==> config.mk <==
export PLATFORM = sky130hd
export DESIGN_NAME = uoc_out_ep
export DESIGN_NICKNAME = d
export VERILOG_FILES = /design/src/hw/uoc_pkg.sv /design/src/hw/uoc_out_ep.sv
export VERILOG_INCLUDE_DIRS = /design/src /design/src/hw
export SDC_FILE = /design/constraint.sdc
export NUM_CORES = 1
export LEC_CHECK = 0
export BUFFER_PORTS_ARGS = -buffer_cell sky130_fd_sc_hd__buf_2
export CAP_MARGIN = 20
export CORE_MARGIN = 1
export CORE_UTILIZATION = 56
export DETAILED_ROUTE_END_ITERATION = 6
export PLACE_DENSITY_LB_ADDON = 0.05
export REMOVE_ABC_BUFFERS = 1
export SYNTH_ARGS = -nofsm -noshare
export SYNTH_HDL_FRONTEND = slang
export SYNTH_SLANG_ARGS = --single-unit
export TNS_END_PERCENT = 50
==> constraint.sdc <==
create_clock -name clk -period 3.65 [get_ports clk]
set_input_delay 0.365 -clock clk [delete_from_list [all_inputs] [get_ports clk]]
set_output_delay 0.365 -clock clk [all_outputs]
set_load 0.01 [all_outputs]
==> src/hw/uoc_params.svh <==
`ifndef UOC_PARAMS_SVH
`define UOC_PARAMS_SVH

// ------------------------------------------------------------
// Register indices (byte address is four times the index)
// ------------------------------------------------------------
`define UOC_IDX_CTRL_HI 8'h15
`define UOC_IDX_LEN_LO 8'h16
`define UOC_IDX_LEN_HI 8'h17
`define UOC_IDX_STATUS 8'h20
`define UOC_IDX_EP_SEL 8'h21

// ------------------------------------------------------------
// Field positions and reset values
// ------------------------------------------------------------
`define UOC_DBL_BIT 7
`define UOC_ISO_BIT 6
`define UOC_OPR_BIT 0
`define UOC_FULL_BIT 1
`define UOC_CTRL_RESET 1'b0
`define UOC_LEN_RESET 10'h000
`define UOC_HELD_RESET 2'h0

`endif

==> src/hw/uoc_pkg.sv <==
package uoc_pkg;
	// Received packet length, ten bits
	typedef logic [9:0] uoc_len_type;
	// Packets held by one endpoint FIFO, zero to two
	typedef logic [1:0] uoc_held_type;
endpackage

==> src/hw/uoc_out_ep.sv <==
`timescale 1ns/1ps
// Functional notes
// - Control high bit 7 enables double buffering; resets to zero
// - Control high bit 6 selects isochronous when one, bulk/interrupt otherwise
// - Unused control bits 5:0 and count high 7:2 read zero, ignore writes
// - Ten-bit length of the oldest held packet kept; low register shows bits 7:0
// - Count high register bits 1:0 show length bits 9:8
// - Packet-ready sets whenever a packet is held; firmware clears it
// - With two packets held, packet-ready sets again after clear, new event
`include "uoc_params.svh"

module uoc_out_ep
	import uoc_pkg::*;
#(
	parameter int NUM_EP = 4,
	parameter int EP_W = 2,
	parameter int ADDR_W = 8
) (
	input wire logic clk,
	input wire logic rst,
	input wire logic psel,
	input wire logic penable,
	input wire logic pwrite,
	input wire logic [ADDR_W-1:0] paddr,
	input wire logic [31:0] pwdata,
	output logic [31:0] prdata,
	output logic pready,
	output logic pslverr,
	input wire logic rx_valid,
	input wire logic [EP_W-1:0] rx_ep,
	input wire logic [9:0] rx_len,
	output logic rx_ready,
	output logic [NUM_EP-1:0] ep_packet_ready,
	output logic [NUM_EP-1:0] ep_iso_mode,
	output logic pkt_ready_event
);

	// ------------------------------------------------------------
	// Storage
	// ------------------------------------------------------------
	logic [NUM_EP-1:0] dbl;
	logic [NUM_EP-1:0] iso;
	logic [NUM_EP-1:0] opr;
	logic [NUM_EP-1:0] rise;
	uoc_held_type held [NUM_EP];
	uoc_len_type len_a [NUM_EP];
	uoc_len_type len_b [NUM_EP];
	logic [EP_W-1:0] sel;

	// ------------------------------------------------------------
	// Bus decode
	// ------------------------------------------------------------
	wire setup = psel & ~penable;
	wire wr_en = psel & penable & pwrite;
	wire [ADDR_W-1:0] a_ctrl = ADDR_W'({`UOC_IDX_CTRL_HI, 2'b00});
	wire [ADDR_W-1:0] a_lo = ADDR_W'({`UOC_IDX_LEN_LO, 2'b00});
	wire [ADDR_W-1:0] a_hi = ADDR_W'({`UOC_IDX_LEN_HI, 2'b00});
	wire [ADDR_W-1:0] a_stat = ADDR_W'({`UOC_IDX_STATUS, 2'b00});
	wire [ADDR_W-1:0] a_sel = ADDR_W'({`UOC_IDX_EP_SEL, 2'b00});
	wire hit_ctrl = paddr == a_ctrl;
	wire hit_lo = paddr == a_lo;
	wire hit_hi = paddr == a_hi;
	wire hit_stat = paddr == a_stat;
	wire hit_sel = paddr == a_sel;
	wire mapped = hit_ctrl | hit_lo | hit_hi | hit_stat | hit_sel;
	wire wr_ctrl = wr_en & hit_ctrl;
	wire wr_sel = wr_en & hit_sel;
	// Only writing a zero clears; hardware alone sets the flag
	wire clr_req = wr_en & hit_stat & ~pwdata[`UOC_OPR_BIT];

	// Zero-wait slave: read data is latched in the setup cycle
	assign pready = psel & penable;

	// ------------------------------------------------------------
	// Selected endpoint view
	// ------------------------------------------------------------
	wire uoc_len_type cur_len = len_a[sel];
	// Full means the buffering limit is reached or passed
	wire [1:0] cur_limit = dbl[sel] ? 2'd2 : 2'd1;
	wire cur_full = held[sel] >= cur_limit;
	wire [31:0] rd_ctrl = {24'h00_0000, dbl[sel], iso[sel], 6'b00_0000};
	wire [31:0] rd_lo = {24'h00_0000, cur_len[7:0]};
	wire [31:0] rd_hi = {24'h00_0000, 6'b00_0000, cur_len[9:8]};
	wire [31:0] rd_stat = {30'h0000_0000, cur_full, opr[sel]};
	wire [31:0] rd_sel = {{(32-EP_W){1'b0}}, sel};
	wire [31:0] rd_mux = hit_ctrl ? rd_ctrl :
		hit_lo ? rd_lo :
		hit_hi ? rd_hi :
		hit_stat ? rd_stat :
		hit_sel ? rd_sel : 32'h0000_0000;

	// Latch the answer while the setup cycle is on the bus
	always_ff @(posedge clk) begin
		if (rst) begin
			prdata <= 32'h0000_0000;
			pslverr <= 1'b0;
		end else if (setup) begin
			prdata <= pwrite ? 32'h0000_0000 : rd_mux;
			pslverr <= ~mapped;
		end
	end

	// Endpoint index register
	always_ff @(posedge clk) begin
		if (rst) begin
			sel <= '0;
		end else if (wr_sel) begin
			sel <= pwdata[EP_W-1:0];
		end
	end

	// ------------------------------------------------------------
	// Receive side: a full endpoint refuses, nothing is dropped
	// ------------------------------------------------------------
	// Less-than, not inequality: turning double buffering off while two
	// packets wait must not let a third one overwrite the queue
	wire [1:0] rx_limit = dbl[rx_ep] ? 2'd2 : 2'd1;
	assign rx_ready = held[rx_ep] < rx_limit;

	// ------------------------------------------------------------
	// Per-endpoint FIFO bookkeeping
	// ------------------------------------------------------------
	genvar g;
	generate
		for (g = 0; g < NUM_EP; g++) begin : g_ep
			wire mine = sel == EP_W'(g);
			wire push = rx_valid & rx_ready & (rx_ep == EP_W'(g));
			wire pop = clr_req & mine & opr[g];
			wire uoc_held_type after_pop = held[g] - {1'b0, pop};
			wire uoc_held_type next_held = after_pop + {1'b0, push};

			// Configuration bits; unused bits are never stored
			always_ff @(posedge clk) begin
				if (rst) begin
					dbl[g] <= `UOC_CTRL_RESET;
					iso[g] <= `UOC_CTRL_RESET;
				end else if (wr_ctrl & mine) begin
					dbl[g] <= pwdata[`UOC_DBL_BIT];
					iso[g] <= pwdata[`UOC_ISO_BIT];
				end
			end

			// Lengths shift forward when the head packet is unloaded
			always_ff @(posedge clk) begin
				if (rst) begin
					held[g] <= `UOC_HELD_RESET;
					len_a[g] <= `UOC_LEN_RESET;
					len_b[g] <= `UOC_LEN_RESET;
				end else begin
					held[g] <= next_held;
					if (pop) begin
						len_a[g] <= len_b[g];
					end
					if (push & after_pop == 2'd0) begin
						len_a[g] <= rx_len;
					end else if (push) begin
						len_b[g] <= rx_len;
					end
				end
			end

			// Flag re-arms one cycle after a clear if a packet remains
			assign rise[g] = ~opr[g] & (held[g] != 2'd0);
			always_ff @(posedge clk) begin
				if (rst) begin
					opr[g] <= 1'b0;
				end else if (rise[g]) begin
					opr[g] <= 1'b1;
				end else if (pop) begin
					opr[g] <= 1'b0;
				end
			end
		end
	endgenerate

	// Event pulse feeds the controller's interrupt path
	always_ff @(posedge clk) begin
		if (rst) begin
			pkt_ready_event <= 1'b0;
		end else begin
			pkt_ready_event <= |rise;
		end
	end

	// ------------------------------------------------------------
	// Flag and mode outputs, straight from their flip-flops
	// ------------------------------------------------------------
	assign ep_packet_ready = opr;
	assign ep_iso_mode = iso;

	// ------------------------------------------------------------
	// Assertions
	// ------------------------------------------------------------
	// Firmware reads length only under the flag; length stays put then
	a_len_steady: assert property (@(posedge clk) disable iff (rst)
		(opr[0] && $past(opr[0]) && !$past(clr_req)) |-> $stable(len_a[0]))
		else $error("head length moved while flag held");

	a_ctrl_unused: assert property (@(posedge clk) disable iff (rst)
		(setup && !pwrite && hit_ctrl) |=> prdata[5:0] == 6'b00_0000)
		else $error("control high unused bits not zero");

	a_hi_unused: assert property (@(posedge clk) disable iff (rst)
		(setup && !pwrite && hit_hi) |=> prdata[31:2] == 30'h0000_0000)
		else $error("count high unused bits not zero");

	a_dbl_write: assert property (@(posedge clk) disable iff (rst)
		wr_ctrl |=> dbl[$past(sel)] == $past(pwdata[7]))
		else $error("double buffer bit not written");

	a_iso_write: assert property (@(posedge clk) disable iff (rst)
		wr_ctrl |=> ep_iso_mode[$past(sel)] == $past(pwdata[6]))
		else $error("iso bit not written");

	a_len_low: assert property (@(posedge clk) disable iff (rst)
		(setup && !pwrite && hit_lo) |=> prdata[7:0] == $past(cur_len[7:0]))
		else $error("count low mismatch");

	a_len_high: assert property (@(posedge clk) disable iff (rst)
		(setup && !pwrite && hit_hi) |=> prdata[1:0] == $past(cur_len[9:8]))
		else $error("count high mismatch");

	a_flag_set: assert property (@(posedge clk) disable iff (rst)
		(held[0] != 2'd0 && !opr[0]) |=> opr[0])
		else $error("packet ready not set");

	a_flag_rearm: assert property (@(posedge clk) disable iff (rst)
		(g_ep[0].pop && held[0] == 2'd2) |=> !opr[0] ##1 (opr[0] && pkt_ready_event))
		else $error("second packet not re-armed");

	a_ep_separate: assert property (@(posedge clk) disable iff (rst)
		(wr_ctrl && sel != '0) |=> dbl[0] == $past(dbl[0]) && iso[0] == $past(iso[0]))
		else $error("other endpoint config changed");

	// Acceptance follows the buffering limit of the target endpoint
	a_rx_refuse: assert property (@(posedge clk) disable iff (rst)
		(rx_ep == EP_W'(1) && held[1] != 2'd0 && !dbl[1]) |-> !rx_ready)
		else $error("single buffer took a second packet");

	a_dbl_room: assert property (@(posedge clk) disable iff (rst)
		(rx_ep == '0 && held[0] == 2'd1 && dbl[0]) |-> rx_ready)
		else $error("double buffer refused a second packet");

	a_full_status: assert property (@(posedge clk) disable iff (rst)
		(setup && !pwrite && hit_stat && sel == '0 && held[0] == 2'd2) |=> prdata[1])
		else $error("full not reported with two held");

	// Lengths land where the unload order expects them
	a_len_capture: assert property (@(posedge clk) disable iff (rst)
		(g_ep[0].push && held[0] == 2'd0) |=> len_a[0] == $past(rx_len))
		else $error("first length not captured");

	a_len_queue: assert property (@(posedge clk) disable iff (rst)
		(g_ep[0].push && held[0] == 2'd1 && !g_ep[0].pop) |=> len_b[0] == $past(rx_len))
		else $error("second length not queued");

	a_len_advance: assert property (@(posedge clk) disable iff (rst)
		(g_ep[0].pop && held[0] == 2'd2) |=> len_a[0] == $past(len_b[0]))
		else $error("queued length not moved forward");

	a_count_ro: assert property (@(posedge clk) disable iff (rst)
		(wr_en && (hit_lo || hit_hi) && !rx_valid) |=>
		$stable(len_a[0]) && $stable(len_b[0]))
		else $error("count register took a write");

	// Flag, event and unload order
	a_flag_clear: assert property (@(posedge clk) disable iff (rst)
		g_ep[0].pop |=> !opr[0])
		else $error("packet ready not cleared");

	a_flag_held: assert property (@(posedge clk) disable iff (rst)
		opr[0] |-> held[0] != 2'd0)
		else $error("packet ready with empty buffer");

	a_event_rise: assert property (@(posedge clk) disable iff (rst)
		$rose(opr[0]) |-> pkt_ready_event)
		else $error("flag rose without an event");

	// Index writes and per-endpoint separation
	a_sel_write: assert property (@(posedge clk) disable iff (rst)
		wr_sel |=> sel == $past(pwdata[EP_W-1:0]))
		else $error("endpoint index not written");

	a_len_separate: assert property (@(posedge clk) disable iff (rst)
		(g_ep[1].push && !g_ep[0].push && !g_ep[0].pop) |=>
		$stable(len_a[0]) && $stable(len_b[0]))
		else $error("other endpoint length changed");

	// ------------------------------------------------------------
	// Cover points
	// ------------------------------------------------------------
	c_double_held: cover property (@(posedge clk) disable iff (rst)
		held[0] == 2'd2);
	c_rearm: cover property (@(posedge clk) disable iff (rst)
		g_ep[0].pop ##1 !opr[0] ##1 opr[0]);
	c_refused: cover property (@(posedge clk) disable iff (rst)
		rx_valid && !rx_ready);
	c_bad_addr: cover property (@(posedge clk) disable iff (rst)
		pready && pslverr);
	c_last_unload: cover property (@(posedge clk) disable iff (rst)
		g_ep[0].pop && held[0] == 2'd1);

endmodule // uoc_out_ep

Word level (Yosys, flattened, before mapping) --
Memory sizes are Yosys's and may differ from the RTL's. A register that Yosys moved wholly into a read port is not among the register bits. Index checks and enable logic that the tools add are counted.
Cells by class: $add $sub $neg 8, magnitude comparators 4, equality and inequality tests 11, mux-type cells 87, bitwise logic cells 59, reduce and logical (&&, ||, !) cells 15
Operators by type and width (count):
- $mux 10 | 12
- $mux 1 | 55
- $and 1x1->1 | 32
- $mux 2 | 13
- $eq 8x7->1 const B | 3
- $mux 8 | 3
- $or 1x1->1 | 20
- $eq 8x8->1 const B | 2
- $reduce_bool 2->1 | 8
- $logic_not 2->1 | 6
- $add 2x1->2 | 4
- $bmux 1 s2 | 4
- $eq 2x2->1 const B | 4
- $sub 2x1->2 | 4
- $not 1->1 | 7
- $lt 2x3->1 const B | 2
- $eq 2x1->1 const B | 2
- $reduce_or 4->1 | 1
- $ge 2x2->1 | 1
- $lt 2x2->1 | 1
Storage, ports and cells: flip-flop bits (word level) 48, bits in writable memories 88, bits of input ports 58, output and inout bits 44, word-level logic and storage cells 203, memories 3
Memories:
- len_a | depth 4, width 10, rd ports 1, clocked after Yosys merged registers in 1, write ports 4, RTL line uoc_out_ep.sv:46 | uoc_len_type len_a [NUM_EP];
- len_b | depth 4, width 10, rd ports 4, clocked after Yosys merged registers in 0, write ports 4, RTL line uoc_out_ep.sv:47 | uoc_len_type len_b [NUM_EP];
- held | depth 4, width 2, rd ports 6, clocked after Yosys merged registers in 1, write ports 4, RTL line uoc_out_ep.sv:45 | uoc_held_type held [NUM_EP];

Logic depth before layout (Yosys ltp) --
word-level depth 13, mapped depth 12, depth with buffers taken out 10

Worst setup path after synthesis --
Ideal clock, no wire load.
path kind input port to flip-flop, start in paddr[5], end mem len_b[3][0] (netlist bit), enable pin, library setup time 339 ps, arrival time 2793 ps, required time 3311 ps, slack 518 ps, stages on the path 10, buffers on the path 2, cell sequence nor4b_1 -> and3b_1 -> clkbuf_1 -> and3_1 -> ha_1 -> xor2_1 -> nor2_1 -> or4b_4 -> buf_6 -> nand2_1
RTL lines:
- start: declaration | RTL line uoc_out_ep.sv:24 | input wire logic [ADDR_W-1:0] paddr,
- end: declaration | RTL line uoc_out_ep.sv:47

==> flow_summary.json <==
{
  "status": "finished clean",
  "pre_cts_slack_ns": 0.3973,
  "nNetsFinal": 664,
  "drt_iter0_drc": 432,
  "static-leakage-power_nw": 2.708,
  "port_buffers": 49,
  "clock_skew_ns": 0.01056,
  "avgSynthCellArea_um2": 10.92,
  "via_per_inst": 5.954,
  "yosysWarnings": 0,
  "yosysTopAreaCell": "edfxtp_1",
  "core_area_um2": 10280,
  "grt_pass1_wl_mm": 22.26,
  "endpoint": "len_b[3][2]$_SDFFCE_PN0P_",
  "yosysSeqAreaShare_pct": 52.01,
  "dieArea_um2": 11000,
  "synthAdderAreaFrac_pct": 2.322,
  "reg2reg_depth": 8,
  "io_pins": 102,
  "routed_wl_mm": 13.66,
  "die-height_um": 104.9,
  "crit_path_start_kind": "flop",
  "slowest_stage": "or4b_4",
  "cpMostUsedCell": "and3_1",
  "synth_edf_count": 80,
  "die_w_um": 104.9,
  "slew_viol_final": 0,
  "syn_to_final_growth_pct": 15.03,
  "rows": 37,
  "initial_utilization_pct": 57.68,
  "layout_common_cells": "edfxtp_1, nor2_1, buf_2",
  "hold_buffers": 0,
  "ys_ff_latch": 114,
  "drive_above_1_share_pct": 25.33,
  "arrival_ns": 3.19,
  "num_vias": 4430,
  "timing.fmax_ghz": 0.3319,
  "cts_root_buffer": "clkbuf_8",
  "r2r-end": "len_b[3][2]$_SDFFCE_PN0P_",
  "ys_async_sr_fraction_pct": 0,
  "synth_top_area_share_pct": 40.52,
  "grt_overflow": 0,
  "slew_headroom_pct": 46.54,
  "wl_per_cell_um": 18.36,
  "cts_sinks": 114,
  "cts_buffer_depth": 2,
  "place_congestion": 0.8599,
  "final_common_cell": "edfxtp_1",
  "startpoint": "sel[1]$_SDFFE_PP0P_",
  "antenna_found_initial": 0,
  "dpl.hpwl_mm": 10.23,
  "cts.clk_slew.worst_paths_ns": 0.06,
  "rrSetupSlack_ns": 0.64,
  "cts_inserted_buffers": 17,
  "timing.final.crit_share_pct": 82.54,
  "grt_pass1_vias": 4201,
  "synthTopCellsByArea": "edfxtp_1, dfxtp_1, mux4_2, nor2_1, mux2i_1",
  "final_cell_area_um2": 6819,
  "synthXorXnorAreaFrac_pct": 1.182,
  "setup_viol": 0,
  "min_path_type": "primary input to flop",
  "n_fill_cell": 799,
  "slowest_delay_ns": 0.61,
  "cts_htree_levels": 4,
  "grt_max_degree": 27,
  "whs_ns": 0.1184,
  "fin_ws_ns": 0.6372,
  "gr-usage-all-layers_pct": 27.02,
  "cts_tree": "done",
  "drc": 0,
  "power.density_nw_per_um2": 473.6,
  "synth_top_family_by_area": "simple AND/OR/NAND/NOR gates",
  "syn_inst": 543,
  "crit_chain": "and3_1 -> buf_4 -> and3_1 -> ha_1 -> xor2_1 -> nor2_1 -> or4b_4 -> nand2_1",
  "clock_latency_ns": 0.53,
  "cp.required_ns": 3.83,
  "synth_compound_area_share_pct": 7.429,
  "synth_ff_type": "edfxtp_1",
  "drv_cap": 0,
  "antenna_left": 0,
  "cp_max_fo": 11,
  "antenna_cells": 0,
  "dr.pass1.iters": 5,
  "netlist_area_um2": 5928,
  "ir_drop_uv": 302.7,
  "criticalPathCategory": "flop to flop",
  "synth.area.mux_share_pct": 10.19,
  "placedInstanceArea_um2": 6262,
  "ys_types": 51,
  "cp-end-kind": "flop",
  "cts_resized": 0,
  "reg2reg_from": "sel[1]$_SDFFE_PP0P_",
  "yosys.area_share.simple_pct": 19.57,
  "worstMarginPinSlew_ns": 0.7908,
  "post-route-min-period_ns": 3.013,
  "rsz0062_at_grt": "no",
  "finalHoldViolCount": 0,
  "post_cts_buffers": 0
}
## final cells by class
class | count | area, um2 | area share [%]
timing repair buffer | 71 | 410.4 | 6.018
sequential | 114 | 3083 | 45.21
clock buffer | 18 | 427.9 | 6.275
multi-input combinational | 367 | 2509 | 36.79
tap | 136 | 170.2 | 2.495
inverter | 24 | 90.09 | 1.321
clock inverter | 14 | 128.9 | 1.890
## synthesized netlist by cell type (all sizes together) (2+ instances only)
cell type / count
dfxtp: 34
xnor2: 5
o32ai: 2
mux2i: 21
nor3: 31
a31o: 20
xor2: 3
nor4: 2
edfxtp: 80
nor2b: 10
a32o: 2
o21a: 2
a22oi: 6
nand4: 27
nand2b: 8
and2: 6
o22ai: 2
clkbuf: 31
a21oi: 6
o211ai: 2
or4: 3
inv: 24
nor4bb: 3
nor2: 78
o21ai: 15
ha: 11
nor4b: 2
buf: 30
nand3: 16
and3: 5
nand2: 25
mux4: 17
and4: 2
## worst max-delay path, delay by kind of cell (launching register included)
family / cells / cell delay, ns
AND/OR/NAND/NOR: 5 / 1.50
flip-flops: 1 / 0.55
XOR/XNOR: 1 / 0.26
buffers and inverters: 1 / 0.18
adder cells (fa/ha/maj): 1 / 0.17
## per-stage QoR
| stage | utilization (%) | setup TNS (ns) | cells | total power, W |
|---|---|---|---|---|
| 2_1_floorplan | - | -2.126 | 505 | 0.001618 |
| 3_3_place_gp | 60.93 | 0 | 712 | 0.001715 |
| 3_5_place_dp | 60.93 | 0 | 712 | 0.001722 |
| 4_1_cts | 66.35 | 0 | 744 | 0.003246 |
| 5_1_grt | 66.35 | 0 | 744 | 0.003340 |
| 6_report | 66.35 | 0 | 744 | 0.003229 |
## kinds of logic after synthesis
kind of cell,Yosys count
AND/OR/NAND/NOR,224
flip-flops,114
buffers and inverters,85
AO/OA/AOI/OAI,61
multiplexers,39
adder cells (fa/ha/maj),11
XOR/XNOR,8
other,1
## worst min path at each step
stage,startpoint,end,cells after the start
floorplan,rst,prdata[6]$_SDFFE_PP0P_,1
global placement,prdata[7]$_SDFFE_PP0P_,prdata[7]$_SDFFE_PP0P_,2
detailed placement,prdata[7]$_SDFFE_PP0P_,prdata[7]$_SDFFE_PP0P_,2
CTS,pwdata[1],sel[1]$_SDFFE_PP0P_,3
global route,pwdata[7],dbl[0]$_SDFFE_PP0P_,3
finish,pwdata[1],sel[1]$_SDFFE_PP0P_,3
## registers in the layout, indices dropped and copies added, names as in the netlist, named ones only
register	flops
sel	2
held	8
pkt_ready_event	1
pslverr	1
len_a	40
ep_packet_ready	4
len_b	40
prdata	8
ep_iso_mode	4
dbl	4
## where the power goes
group | leakage [nW] | switching, W | total (W) | internal, W
sequential | 1.10 | 0.0000248 | 0.00146 | 0.00144
clock | 0.270 | 0.000605 | 0.00153 | 0.000926
combinational | 1.33 | 0.000153 | 0.000234 | 0.0000814
## per-layer routing
| layer | track usage [%] | wire [um] | share of wire [%] |
|---|---|---|---|
| met5 | 0 | 0 | 0 |
| met4 | 10.87 | 278 | 2.0 |
| met2 | 41.49 | 6235 | 46 |
| met1 | 37.55 | 5970 | 44 |
| met3 | 5.802 | 1176 | 8.6 |
(Power assumes the default switching activity.)
